--- config.mk ---
export PLATFORM = sky130hd
export DESIGN_NAME = sbme_exec
export DESIGN_NICKNAME = d
export VERILOG_FILES = /design/src/logic/sbme_pkg.sv /design/src/logic/sbme_fifo.sv /design/src/logic/sbme_exec.sv
export SDC_FILE = /design/constraint.sdc
export NUM_CORES = 2
export LEC_CHECK = 0
export ABC_AREA = 1
export BUFFER_PORTS_ARGS = -buffer_cell sky130_fd_sc_hd__clkbuf_2
export CAP_MARGIN = 20
export CORE_ASPECT_RATIO = 0.75
export CORE_MARGIN = 5
export CORE_UTILIZATION = 40
export DETAILED_ROUTE_END_ITERATION = 10
export PLACE_DENSITY = 0.7
export REMOVE_ABC_BUFFERS = 1
export SETUP_SLACK_MARGIN = 0.02
export SLEW_MARGIN = 20
export SYNTH_ARGS = -nofsm -noshare
export SYNTH_HDL_FRONTEND = slang
export SYNTH_SLANG_ARGS = --single-unit
--- constraint.sdc ---
create_clock -name mclk -period 4.9 [get_ports mclk]
set_input_delay 0.735 -clock mclk [delete_from_list [all_inputs] [get_ports mclk]]
set_output_delay 0.735 -clock mclk [all_outputs]
set_load 0.02 [all_outputs]
--- src/logic/sbme_pkg.sv ---
// shared types and constants of the system control and block move executor
package sbme_pkg;

  typedef enum logic [3:0] {
    SBME_NOP, SBME_SLEEP, SBME_LDC_IMM, SBME_LDC_REG, SBME_LDC_MEM,
    SBME_STC_REG, SBME_STC_MEM, SBME_AND_COND_REG_IMM, SBME_ORC, SBME_XOR_COND_REG_IMM,
    SBME_TRAP, SBME_RTE, SBME_MOVE_B, SBME_MOVE_W
  } sbme_op_type;

  // am_step is post-increment for loads and pre-decrement for stores
  typedef enum logic [2:0] {
    AM_IND, AM_DISP16, AM_DISP24, AM_STEP, AM_ABS16, AM_ABS24
  } sbme_mode_type;

  typedef enum logic [2:0] {
    RF_ADDR, RF_SP, RF_PC, RF_RD8, RF_SRC, RF_DST, RF_CNT8, RF_CNT16
  } sbme_reg_type;

  typedef struct packed {
    sbme_op_type op;
    sbme_mode_type mode;
    logic adv;
    logic [7:0] imm;
    logic [1:0] vec;
    logic [31:0] disp;
    logic [31:0] base;
    logic [31:0] sp;
    logic [23:0] pc;
    logic [7:0] rs8;
    logic [15:0] cnt;
    logic [31:0] src;
    logic [31:0] dst;
  } sbme_insn_type;

  typedef struct packed {
    logic req;
    logic we;
    logic word;
    logic [23:0] addr;
    logic [15:0] wdata;
  } sbme_mem_type;

  typedef struct packed {
    logic we;
    sbme_reg_type sel;
    logic [31:0] data;
  } sbme_wb_type;

  localparam int ST_SHORT = 2;
  localparam int ST_TRAP_NORM = 14;
  localparam int ST_TRAP_ADV = 16;
  localparam int ST_RTE = 10;
  localparam int ST_IND = 6;
  localparam int ST_DISP16 = 8;
  localparam int ST_DISP24 = 12;
  localparam int ST_STEP = 8;
  localparam int ST_ABS16 = 8;
  localparam int ST_ABS24 = 10;
  localparam int ST_MOVE_BASE = 8;
  localparam int ST_MOVE_BYTE = 4;
  localparam int ST_MOVE_SETUP = 4;
  localparam int ST_MOVE_TAIL = 4;
  localparam int STEP_W = 20;
  localparam int ADDR_STEP = 2;
  localparam int CCR_IBIT = 7;
  localparam logic [7:0] CCR_RESET = 8'h80;
  localparam logic [23:0] TRAP_VEC_BASE = 24'h000010;
  localparam int FIFO_DEPTH = 16;

endpackage : sbme_pkg

--- src/logic/sbme_fifo.sv ---
// byte fifo between the read and write halves of a block move
`timescale 1ns/10ps
`default_nettype none
module sbme_fifo #(
  parameter int WIDTH = 8,
  parameter int DEPTH = 16
) (
  input wire logic mclk,
  input wire logic reset_n,
  input wire logic in_valid,
  output logic in_ready,
  input wire logic [WIDTH-1:0] in_data,
  output logic out_valid,
  input wire logic out_ready,
  output logic [WIDTH-1:0] out_data
);
  localparam int AW = $clog2(DEPTH);

  logic [WIDTH-1:0] store_q [DEPTH];
  logic [AW:0] wr_q, wr_d, rd_q, rd_d;
  logic full, empty, do_push, do_pop;

  always_comb begin
    full = (wr_q[AW] != rd_q[AW]) && (wr_q[AW-1:0] == rd_q[AW-1:0]);
    empty = (wr_q == rd_q);
    do_push = in_valid && !full;
    do_pop = out_ready && !empty;
    wr_d = do_push ? wr_q + 1'b1 : wr_q;
    rd_d = do_pop ? rd_q + 1'b1 : rd_q;
    in_ready = !full;
    out_valid = !empty;
    out_data = store_q[rd_q[AW-1:0]];
  end

  always_ff @(posedge mclk) begin
    if (!reset_n) begin
      wr_q <= '0;
      rd_q <= '0;
    end else begin
      wr_q <= wr_d;
      rd_q <= rd_d;
    end
  end

  // storage needs no reset, only the pointers say what is valid
  always_ff @(posedge mclk) begin
    if (do_push) begin
      store_q[wr_q[AW-1:0]] <= in_data;
    end
  end
endmodule : sbme_fifo
`default_nettype wire

--- src/logic/sbme_exec.sv ---
// executor for trap, return, sleep, condition register ops and block moves
// How it works
// - trap pushes pc, condition, loads vector, masks
// - return pops condition then pc, restoring flags
// - sleep powers down, flags untouched, two states
// - word load post-increment adds two to address
// - word store pre-decrement subtracts two first
// - every store form leaves condition bits unchanged
// - byte-count move copies bytes, skips on zero
// - word-count move uses full sixteen-bit count
// - move time is eight plus four per byte
// - counts assume on-chip memory, waits add states
`timescale 1ns/10ps
`default_nettype none
module sbme_exec
  import sbme_pkg::*;
(
  input wire logic mclk,
  input wire logic reset_n,
  input wire logic issue_valid,
  output logic issue_ready,
  input wire sbme_insn_type issue_insn,
  output logic done,
  input wire logic wake,
  output logic power_down,
  output logic [7:0] cond_reg,
  output sbme_mem_type mem_cmd,
  input wire logic [15:0] mem_rdata,
  input wire logic mem_ack,
  output sbme_wb_type reg_wb
);
  typedef enum {S_IDLE, S_RUN} sbme_state_type;

  sbme_state_type state_q, state_d;
  sbme_insn_type insn_q, insn_d;
  logic [STEP_W-1:0] cyc_q, cyc_d, total_q, total_d, rel;
  logic [7:0] ccr_q, ccr_d;
  logic [23:0] tmp_q, tmp_d;
  logic sleep_q, sleep_d, need, stall, push, fifo_rdy, fifo_vld;
  logic [7:0] fifo_out;
  logic [15:0] n, k;

  function automatic logic [STEP_W-1:0] mode_states(sbme_mode_type m);
    case (m)
      AM_IND: mode_states = STEP_W'(ST_IND);
      AM_DISP16: mode_states = STEP_W'(ST_DISP16);
      AM_DISP24: mode_states = STEP_W'(ST_DISP24);
      AM_STEP: mode_states = STEP_W'(ST_STEP);
      AM_ABS16: mode_states = STEP_W'(ST_ABS16);
      default: mode_states = STEP_W'(ST_ABS24);
    endcase
  endfunction : mode_states

  function automatic logic [STEP_W-1:0] state_count(sbme_insn_type i);
    case (i.op)
      SBME_TRAP: state_count = STEP_W'(i.adv ? ST_TRAP_ADV : ST_TRAP_NORM);
      SBME_RTE: state_count = STEP_W'(ST_RTE);
      SBME_LDC_MEM, SBME_STC_MEM: state_count = mode_states(i.mode);
      SBME_MOVE_B:
        state_count = STEP_W'(ST_MOVE_BASE + ST_MOVE_BYTE * int'(i.cnt[7:0]));
      SBME_MOVE_W:
        state_count = STEP_W'(ST_MOVE_BASE + ST_MOVE_BYTE * int'(i.cnt));
      default: state_count = STEP_W'(ST_SHORT);
    endcase
  endfunction : state_count

  function automatic logic [23:0] calc_ea(sbme_insn_type i);
    case (i.mode)
      AM_DISP16: calc_ea = 24'(i.base + {{16{i.disp[15]}}, i.disp[15:0]});
      AM_DISP24: calc_ea = 24'(i.base + {{8{i.disp[23]}}, i.disp[23:0]});
      AM_ABS16: calc_ea = {{8{i.disp[15]}}, i.disp[15:0]};
      AM_ABS24: calc_ea = i.disp[23:0];
      AM_STEP: calc_ea = (i.op == SBME_STC_MEM) ?
                         24'(i.base - ADDR_STEP) : i.base[23:0];
      default: calc_ea = i.base[23:0];
    endcase
  endfunction : calc_ea

  sbme_fifo #(.WIDTH(8), .DEPTH(FIFO_DEPTH)) u_fifo (
    .mclk(mclk),
    .reset_n(reset_n),
    .in_valid(push),
    .in_ready(fifo_rdy),
    .in_data(mem_rdata[7:0]),
    .out_valid(fifo_vld),
    .out_ready(mem_cmd.req && mem_cmd.we && mem_ack && !mem_cmd.word),
    .out_data(fifo_out)
  );

  always_comb begin
    state_d = state_q;
    insn_d = insn_q;
    cyc_d = cyc_q;
    total_d = total_q;
    ccr_d = ccr_q;
    tmp_d = tmp_q;
    sleep_d = sleep_q && !wake;
    done = 1'b0;
    need = 1'b0;
    push = 1'b0;
    stall = 1'b0;
    mem_cmd = '0;
    reg_wb = '0;
    n = (insn_q.op == SBME_MOVE_B) ? {8'h00, insn_q.cnt[7:0]} : insn_q.cnt;
    rel = cyc_q - STEP_W'(ST_MOVE_SETUP);
    k = rel[17:2];
    issue_ready = (state_q == S_IDLE) && !sleep_q;
    case (state_q)
      S_IDLE: begin
        if (issue_valid && !sleep_q) begin
          state_d = S_RUN;
          insn_d = issue_insn;
          cyc_d = '0;
          total_d = state_count(issue_insn);
        end
      end
      S_RUN: begin
        case (insn_q.op)
          SBME_NOP: if (cyc_q == 1) begin
            reg_wb = '{1'b1, RF_PC, 32'(insn_q.pc + 24'(ADDR_STEP))};
          end
          SBME_SLEEP: if (cyc_q == 1) sleep_d = 1'b1;
          SBME_LDC_IMM: if (cyc_q == 1) ccr_d = insn_q.imm;
          SBME_LDC_REG: if (cyc_q == 1) ccr_d = insn_q.rs8;
          SBME_AND_COND_REG_IMM: if (cyc_q == 1) ccr_d = ccr_q & insn_q.imm;
          SBME_ORC: if (cyc_q == 1) ccr_d = ccr_q | insn_q.imm;
          SBME_XOR_COND_REG_IMM: if (cyc_q == 1) ccr_d = ccr_q ^ insn_q.imm;
          SBME_STC_REG: if (cyc_q == 1) begin
            reg_wb = '{1'b1, RF_RD8, {24'h000000, ccr_q}};
          end
          SBME_LDC_MEM: begin
            if (cyc_q == 0) begin
              need = 1'b1;
              mem_cmd = '{1'b1, 1'b0, 1'b1, calc_ea(insn_q), 16'h0000};
              if (mem_ack) ccr_d = mem_rdata[15:8];
            end else if (cyc_q == 1 && insn_q.mode == AM_STEP) begin
              reg_wb = '{1'b1, RF_ADDR, insn_q.base + ADDR_STEP};
            end
          end
          SBME_STC_MEM: begin
            if (insn_q.mode == AM_STEP && cyc_q == 0) begin
              reg_wb = '{1'b1, RF_ADDR, insn_q.base - ADDR_STEP};
            end else if (cyc_q == ((insn_q.mode == AM_STEP) ? 1 : 0)) begin
              need = 1'b1;
              mem_cmd = '{1'b1, 1'b1, 1'b1, calc_ea(insn_q), {ccr_q, 8'h00}};
            end
          end
          SBME_TRAP: begin
            case (cyc_q)
              0: begin
                need = 1'b1;
                mem_cmd = '{1'b1, 1'b1, 1'b1, 24'(insn_q.sp - ADDR_STEP),
                            insn_q.pc[15:0]};
              end
              1: begin
                need = 1'b1;
                mem_cmd = '{1'b1, 1'b1, 1'b1, 24'(insn_q.sp - 2 * ADDR_STEP),
                            {ccr_q, insn_q.adv ? insn_q.pc[23:16] : 8'h00}};
              end
              2: begin
                need = 1'b1;
                mem_cmd = '{1'b1, 1'b0, 1'b1, TRAP_VEC_BASE +
                            (insn_q.adv ? {20'h00000, insn_q.vec, 2'b00}
                                        : {21'h000000, insn_q.vec, 1'b0}),
                            16'h0000};
                if (mem_ack) begin
                  tmp_d = insn_q.adv ? {mem_rdata[7:0], 16'h0000}
                                     : {8'h00, mem_rdata};
                end
              end
              3: if (insn_q.adv) begin
                need = 1'b1;
                mem_cmd = '{1'b1, 1'b0, 1'b1, TRAP_VEC_BASE +
                            {20'h00000, insn_q.vec, 2'b10}, 16'h0000};
                if (mem_ack) tmp_d[15:0] = mem_rdata;
              end
              4: reg_wb = '{1'b1, RF_SP, insn_q.sp - 2 * ADDR_STEP};
              5: ccr_d[CCR_IBIT] = 1'b1;
              default: if (cyc_q == total_q - 1) begin
                reg_wb = '{1'b1, RF_PC, {8'h00, tmp_q}};
              end
            endcase
          end
          SBME_RTE: begin
            case (cyc_q)
              0: begin
                need = 1'b1;
                mem_cmd = '{1'b1, 1'b0, 1'b1, insn_q.sp[23:0], 16'h0000};
                if (mem_ack) begin
                  ccr_d = mem_rdata[15:8];
                  tmp_d[23:16] = insn_q.adv ? mem_rdata[7:0] : 8'h00;
                end
              end
              1: begin
                need = 1'b1;
                mem_cmd = '{1'b1, 1'b0, 1'b1, 24'(insn_q.sp + ADDR_STEP),
                            16'h0000};
                if (mem_ack) tmp_d[15:0] = mem_rdata;
              end
              2: reg_wb = '{1'b1, RF_SP, insn_q.sp + 2 * ADDR_STEP};
              default: if (cyc_q == total_q - 1) begin
                reg_wb = '{1'b1, RF_PC, {8'h00, tmp_q}};
              end
            endcase
          end
          SBME_MOVE_B, SBME_MOVE_W: if (n != 16'h0000) begin
            // the fifo lets a stalled write hold the byte already read
            if (cyc_q >= STEP_W'(ST_MOVE_SETUP) &&
                cyc_q < total_q - STEP_W'(ST_MOVE_TAIL)) begin
              if (cyc_q[1:0] == 2'b00) begin
                need = 1'b1;
                mem_cmd = '{fifo_rdy, 1'b0, 1'b0,
                            24'(insn_q.src + 32'(k)), 16'h0000};
                push = fifo_rdy && mem_ack;
              end else if (cyc_q[1:0] == 2'b01) begin
                need = 1'b1;
                mem_cmd = '{fifo_vld, 1'b1, 1'b0,
                            24'(insn_q.dst + 32'(k)), {8'h00, fifo_out}};
              end
            end else if (cyc_q == total_q - 4) begin
              reg_wb = '{1'b1, RF_SRC, insn_q.src + 32'(n)};
            end else if (cyc_q == total_q - 3) begin
              reg_wb = '{1'b1, RF_DST, insn_q.dst + 32'(n)};
            end else if (cyc_q == total_q - 2) begin
              reg_wb = '{1'b1, (insn_q.op == SBME_MOVE_B) ? RF_CNT8 : RF_CNT16,
                         32'h00000000};
            end
          end
          default: ;
        endcase
        // a slow memory holds the step, so the count only holds on-chip
        stall = need && !(mem_cmd.req && mem_ack);
        if (!stall) begin
          if (cyc_q == total_q - 1) begin
            done = 1'b1;
            state_d = S_IDLE;
          end else begin
            cyc_d = cyc_q + 1'b1;
          end
        end
      end
      default: state_d = S_IDLE;
    endcase
    power_down = sleep_q;
    cond_reg = ccr_q;
  end

  always_ff @(posedge mclk) begin
    if (!reset_n) begin
      state_q <= S_IDLE;
      insn_q <= '0;
      cyc_q <= '0;
      total_q <= '0;
      ccr_q <= CCR_RESET;
      tmp_q <= '0;
      sleep_q <= 1'b0;
    end else begin
      state_q <= state_d;
      insn_q <= insn_d;
      cyc_q <= cyc_d;
      total_q <= total_d;
      ccr_q <= ccr_d;
      tmp_q <= tmp_d;
      sleep_q <= sleep_d;
    end
  end

  // helper counters for the timing checks
  logic [STEP_W-1:0] age_q, stalls_q;
  logic accept, run;
  assign accept = issue_valid && issue_ready;
  assign run = (state_q == S_RUN);
  always_ff @(posedge mclk) begin
    if (!reset_n || accept) begin
      age_q <= '0;
      stalls_q <= '0;
    end else if (run) begin
      age_q <= age_q + 1'b1;
      stalls_q <= stalls_q + STEP_W'(stall);
    end
  end
endmodule : sbme_exec
`default_nettype wire

Word-level counts from Yosys, hierarchy flattened

Memories as Yosys holds them, arrays and structs flattened. A register that Yosys moved wholly into a read port is not among the register bits.
Index checks and enable logic that the tools add are counted.

Bitwise logic cells: 3
Multiplexer cells: 94
Eq/ne operators: 63
Reductions and logical operators: 46
$add $sub $neg: 26
Order comparisons: 2

Operators by type and width:

| kind                  | count |
|---|---|
| $mux 36               | 12 |
| $mux 43               | 10 |
| $pmux 36 s7           | 1 |
| $pmux 43 s5           | 1 |
| $pmux 43 s4           | 1 |
| $pmux 36 s2           | 2 |
| $eq 20x32->1          | 4 |
| $pmux 24 s5           | 1 |
| $mux 32               | 3 |
| $mux 8                | 12 |
| $pmux 24 s4           | 1 |
| $pmux 19 s5           | 1 |
| $pmux 43 s2           | 1 |
| $add 32x16->32        | 2 |
| $logic_not 32->1      | 2 |
| $mux 16               | 4 |
| $pmux 32 s2           | 1 |
| $mux 20               | 3 |
| $add 24x16->24        | 2 |
| $add 24x24->24        | 2 |
| $mux 24               | 2 |
| $pmux 24 s2           | 1 |
| $pmux 7 s6            | 1 |
| $sub 20x2->21 const B | 2 |
| other kinds (69)      | 162 |

Register bits: 333
Memories kept: 1
Bits in writable memories: 128
Output and inout bits: 90
Word-level logic and storage cells: 258

Memories:

| memory         | depth | width | read ports | clocked after memory_dff | wr ports | line            | text |
|---|---|---|---|---|---|---|---|
| u_fifo.store_q | 16    | 8     | 1          | 1                        | 1        | sbme_fifo.sv:19 | `logic [WIDTH-1:0] store_q [DEPTH];` |

Longest topological paths before layout

Depth after elaboration: 15
Depth in mapped cells: 25
Mapped depth without buffers: 24

Cells and area by module

A second synthesis with hierarchy kept.

Cell total of the unflattened synthesis: 5631
Area total of the unflattened synthesis: 35471.5 um^2

Modules (own cells, without submodules):

| module    | area each (um^2) | seq. area each (um^2) | times used | cells each |
|---|---|---|---|---|
| sbme_exec | 29467.0          | 5805.6                | 1          | 5098 |
| sbme_fifo | 6004.5           | 4124.0                | 1          | 533 |

Least setup slack after synthesis

No wires, ideal clock.

Path type: reg-to-output
Start point: register cyc_q[2]
End point: output mem_cmd[37] in the netlist's numbering
Path slack: 0.760 ns
Required time: 4.165 ns
Arrival: 3.405 ns
Stages on the path, launching flop included: 23
Path buffers: 0
Cells stage by stage: dfxtp_1 inv_1 nand4_1 nor3_1 nand2_1 nor3_1 nand2_1 nor4_1 xor2_1 ha_1 nand2_1 nor2_1 and3_1 nand4_1 nand3_1 and2_1 or2_2 nand3_1 nand2_1 nand3_1 nand3_1 nor2_1 nor2_1

RTL lines:

| item                   | line             | text |
|---|---|---|
| from (decl)            | sbme_exec.sv:36  | `logic [STEP_W-1:0] cyc_q, cyc_d, total_q, total_d, rel;` |
| from (signal assigned) | sbme_exec.sv:260 | `cyc_q <= cyc_d;` |
| to (decl)              | sbme_exec.sv:27  | `output sbme_mem_type mem_cmd,` |

==> impl_results.md <==
* Fmax at 0.1993 GHz
* Tightest Pin Transition at 1.239 ns
* I/O pins at 337
* Worst Hold Class: in2reg
* Tot GR Track Use at 33.64%
* Final setup violation count at 8
* Worst clock skew at 0.03895 ns
* Die X-Extent at 353.6 um
* Total Wirelength at 169.7 mm
* Worst Setup EP: mem_cmd[37]
* Max Cap Viol at 0
* DRC at 0
* Top reg by flops: insn_q
* Initial core utilization at 40.37%
* First-pass GRT wire length at 242.4 mm
* CTS tree: built
* Worst setup margin at -0.1176 ns
* Die H at 267.7 um
* Fill cells at 8995
* Post-synth EDFFs at 128
* Slew Limit Fails at 0
* Worst R2R Setup Slack at 1.10 ns
* Mapped Cells at 5461
* Buffer levels on the longest clock path at 3
* Fin crit share at 102.4%
* Row count at 94
* Max incr delay on CP at 0.34 ns
* Antenna violations before repair at 6
* Critical path class: reg2out
* P per Cell Area at 260.2 nW/um^2
* Crit path max fanout at 5
* Cell Chain, Critical Path: nor2_4, nand4_1, nor3_2, nand2_2, nor3_4, nand2_2, nor2_4, xor2_1, buf_4, ha_4, nand2_4, nor2_4, and3_4, nand4_1, nand3_2, and2_4, or2_4, nand3_2, nand2_2, nand3_4, nand3_2, nor2_2, nor2_1, buf_4
* CTS HTree Levels at 2
* Worst skew pair latency at 0.68 ns
* Clk Tree Root Cell: clkbuf_16
* Cell Area, Synth at 35420 um^2
* GPL Wtd Cong at 1.022
* Core area at 87740 um^2
* DPL Wire Length at 133.1 mm
* IO buf count at 328
* Vias in the first global route at 37760
* Grt ovf at 0
* Maximum vdd ir drop at 0.2702 mV
* Area delta synth->final at 22.09%
* Initial drt markers at 5295
* Syn avg cell area at 6.486 um^2
* Clock transition at path regs at 0.07 ns
* Remaining antenna violation count at 0
* Seq/Total Area, Yosys at 28.04%
* RSZ-0062 raised after global routing: yes
* Post-synthesis async set-or-reset flop share at 0%
* Primary FF master, synth: dfxtp_1
* Min Clock Period, post-route at 5.018 ns
* Synth warn at 0
* Reg2reg end: u_fifo.store_q[15][5]$_DFFE_PP_
* Crit end category: output pin
* Max-slew headroom at the worst pin at 16.52%
* CTS Buf Count at 49
* DRT Pass-1 Iters at 6
* WP data arrival at 4.28 ns
* Startpoint types: flop
* Die area at 94660 um^2
* Final hold violations at 0
* Max reg flops at 218
* R2R cell count at 19
* Required time of the critical path at 4.16 ns
* Largest net degree at the start of global routing at 136
* Yosys cell types at 75
* FF+latch area at 9958 um^2
* WL/cell at 24.08 um
* Via count at 41600
* Vias per cell at 5.905
* Layout cells sized above 1 at 19.27%
* Hold buffers post-CTS at 0
* Status: finished, violations left
* Pleak at 18.40 nW
* Violated checks: setup timing
* Footprint of the multi-input gates at 24130 um^2
* # clock sinks at 432
* Hold WS at 0.3144 ns
* Total chip power at 11.25 mW
* Slowest CP cell: dfxtp_2
* Worst Setup SP: cyc_q[3]$_SDFFE_PN0P_
* Yosys reg bits at 432
* R2R Path Start: total_q[6]$_SDFFE_PN0P_
* Nets at 6256
==> synth_stat cells, drive strengths merged (55+ instances only) <==
cell type / number / share of area, %
a21oi: 484 / 7.0
buf: 72 / 1.2
clkbuf: 175 / 1.9
dfxtp: 304 / 17
edfxtp: 128 / 11
ha: 155 / 5.5
inv: 515 / 5.5
nand2: 1076 / 12
nand3: 376 / 5.6
nand4: 99 / 1.8
nor2: 786 / 8.9
nor3: 117 / 1.7
o21ai: 619 / 8.8
o22ai: 55 / 0.97
xor2: 139 / 3.4
==> repair_timing <==
item / 4_1_cts / 5_1_grt
setup endpoints to repair: 69 / 68
pin swaps: 60 / 117
gates resized for setup: 222 / 337
setup buffers: 34 / 39
cloned: 2 / 3
==> cells in the final DEF, fill, tap and decap left out, types with 24 or more instances in the layout <==
cell type	netlist	routed
nand2_1	1050	983
nor2_1	754	699
o21ai_0	603	556
inv_1	486	466
a21oi_1	471	435
nand3_1	361	323
clkbuf_2	1	300
dfxtp_1	304	289
buf_4	8	233
ha_1	155	136
xor2_1	139	131
edfxtp_1	128	128
nor3_1	113	101
nand4_1	97	97
nand2_2	16	66
o22ai_1	55	52
clkbuf_16	0	49
o21ai_1	14	48
nand3_2	12	46
nor2_2	18	43
a21oi_2	13	42
xnor2_1	41	41
nor2_4	10	40
inv_2	28	39
buf_6	6	26
nand3b_1	25	25
nor4_1	29	24
a211oi_1	25	24
==> worst min-delay path by stage <==
| stage | start | to | slack [ns] | depth (start not counted) |
|---|---|---|---|---|
| 6_report | issue_insn[173] | insn_q[173]$_SDFFE_PN0P_ | 0.31 | 3 |
| 5_1_grt | issue_insn[173] | insn_q[173]$_SDFFE_PN0P_ | 0.32 | 3 |
| 4_1_cts | issue_insn[140] | insn_q[140]$_SDFFE_PN0P_ | 0.29 | 3 |
| 3_5_place_dp | insn_q[87]$_SDFFE_PN0P_ | insn_q[87]$_SDFFE_PN0P_ | 0.44 | 2 |
| 3_3_place_gp | insn_q[87]$_SDFFE_PN0P_ | insn_q[87]$_SDFFE_PN0P_ | 0.44 | 2 |
| 2_1_floorplan | insn_q[87]$_SDFFE_PN0P_ | insn_q[87]$_SDFFE_PN0P_ | 0.42 | 2 |
==> cell type report <==
cell class              instances  area share (%)
clock buffers                  63           3.050
clock inverters                29          0.9259
inverters                     528           4.731
repair inverters                1         0.02025
well taps                    1152           3.333
flip-flops and latches        432           23.03
diodes                          3         0.01736
multi-input cells            4256           55.81
repair buffers                581           9.088
==> metal layers <==
layer | GRT usage, % | part of all wire, % | wire length, um
met4 | 10.44 | 3.7 | 6210
met1 | 48.82 | 43 | 73210
met5 | 0 | 0.0071 | 12
met3 | 10.28 | 14 | 23320
met2 | 47.58 | 39 | 66910
==> metrics by stage <==
| step | worst slack [ns] | area, um^2 | setup TNS [ns] | util [%] | std cells |
|---|---|---|---|---|---|
| global placement | -0.1978 | 38860 | -0.5781 | 44.29 | 6873 |
| global route | -0.2703 | 43240 | -2.429 | 49.28 | 7042 |
| CTS | -0.2611 | 41800 | -1.035 | 47.64 | 7001 |
| floorplan | -5.336 | 34330 | -738.37 | - | 5214 |
| finish | -0.1176 | 43240 | -0.4266 | 49.29 | 7045 |
| detailed placement | 0.1054 | 38860 | 0 | 44.29 | 6873 |
==> cells by family (layout without fill, tap and decap cells) <==
group,Yosys count,after routing,synth area share (%)
buffers and inverters,775,1202,8.676
flip-flops,432,432,28.04
AO/OA/AOI/OAI,1367,1367,21.43
XOR/XNOR,180,180,4.451
AND/OR/NAND/NOR,2546,2548,31.62
other,0,3,0
multiplexers,1,1,0.03179
adder cells (fa/ha/maj),160,160,5.758
==> power by group <==
group | internal [mW] | switching, mW
registers | 3.84 | 0.309
logic | 0.972 | 2.09
clock network | 2.26 | 1.77
==> critical path, delay by kind of cell (launching register included) <==
family	cells	cell delay, ns
buffers and inverters	2	0.36
XOR/XNOR	1	0.17
flip-flops	1	0.34
AND/OR/NAND/NOR	20	2.50
adder cells (fa/ha/maj)	1	0.24
No activity file was read; power rests on OpenSTA's default activity.
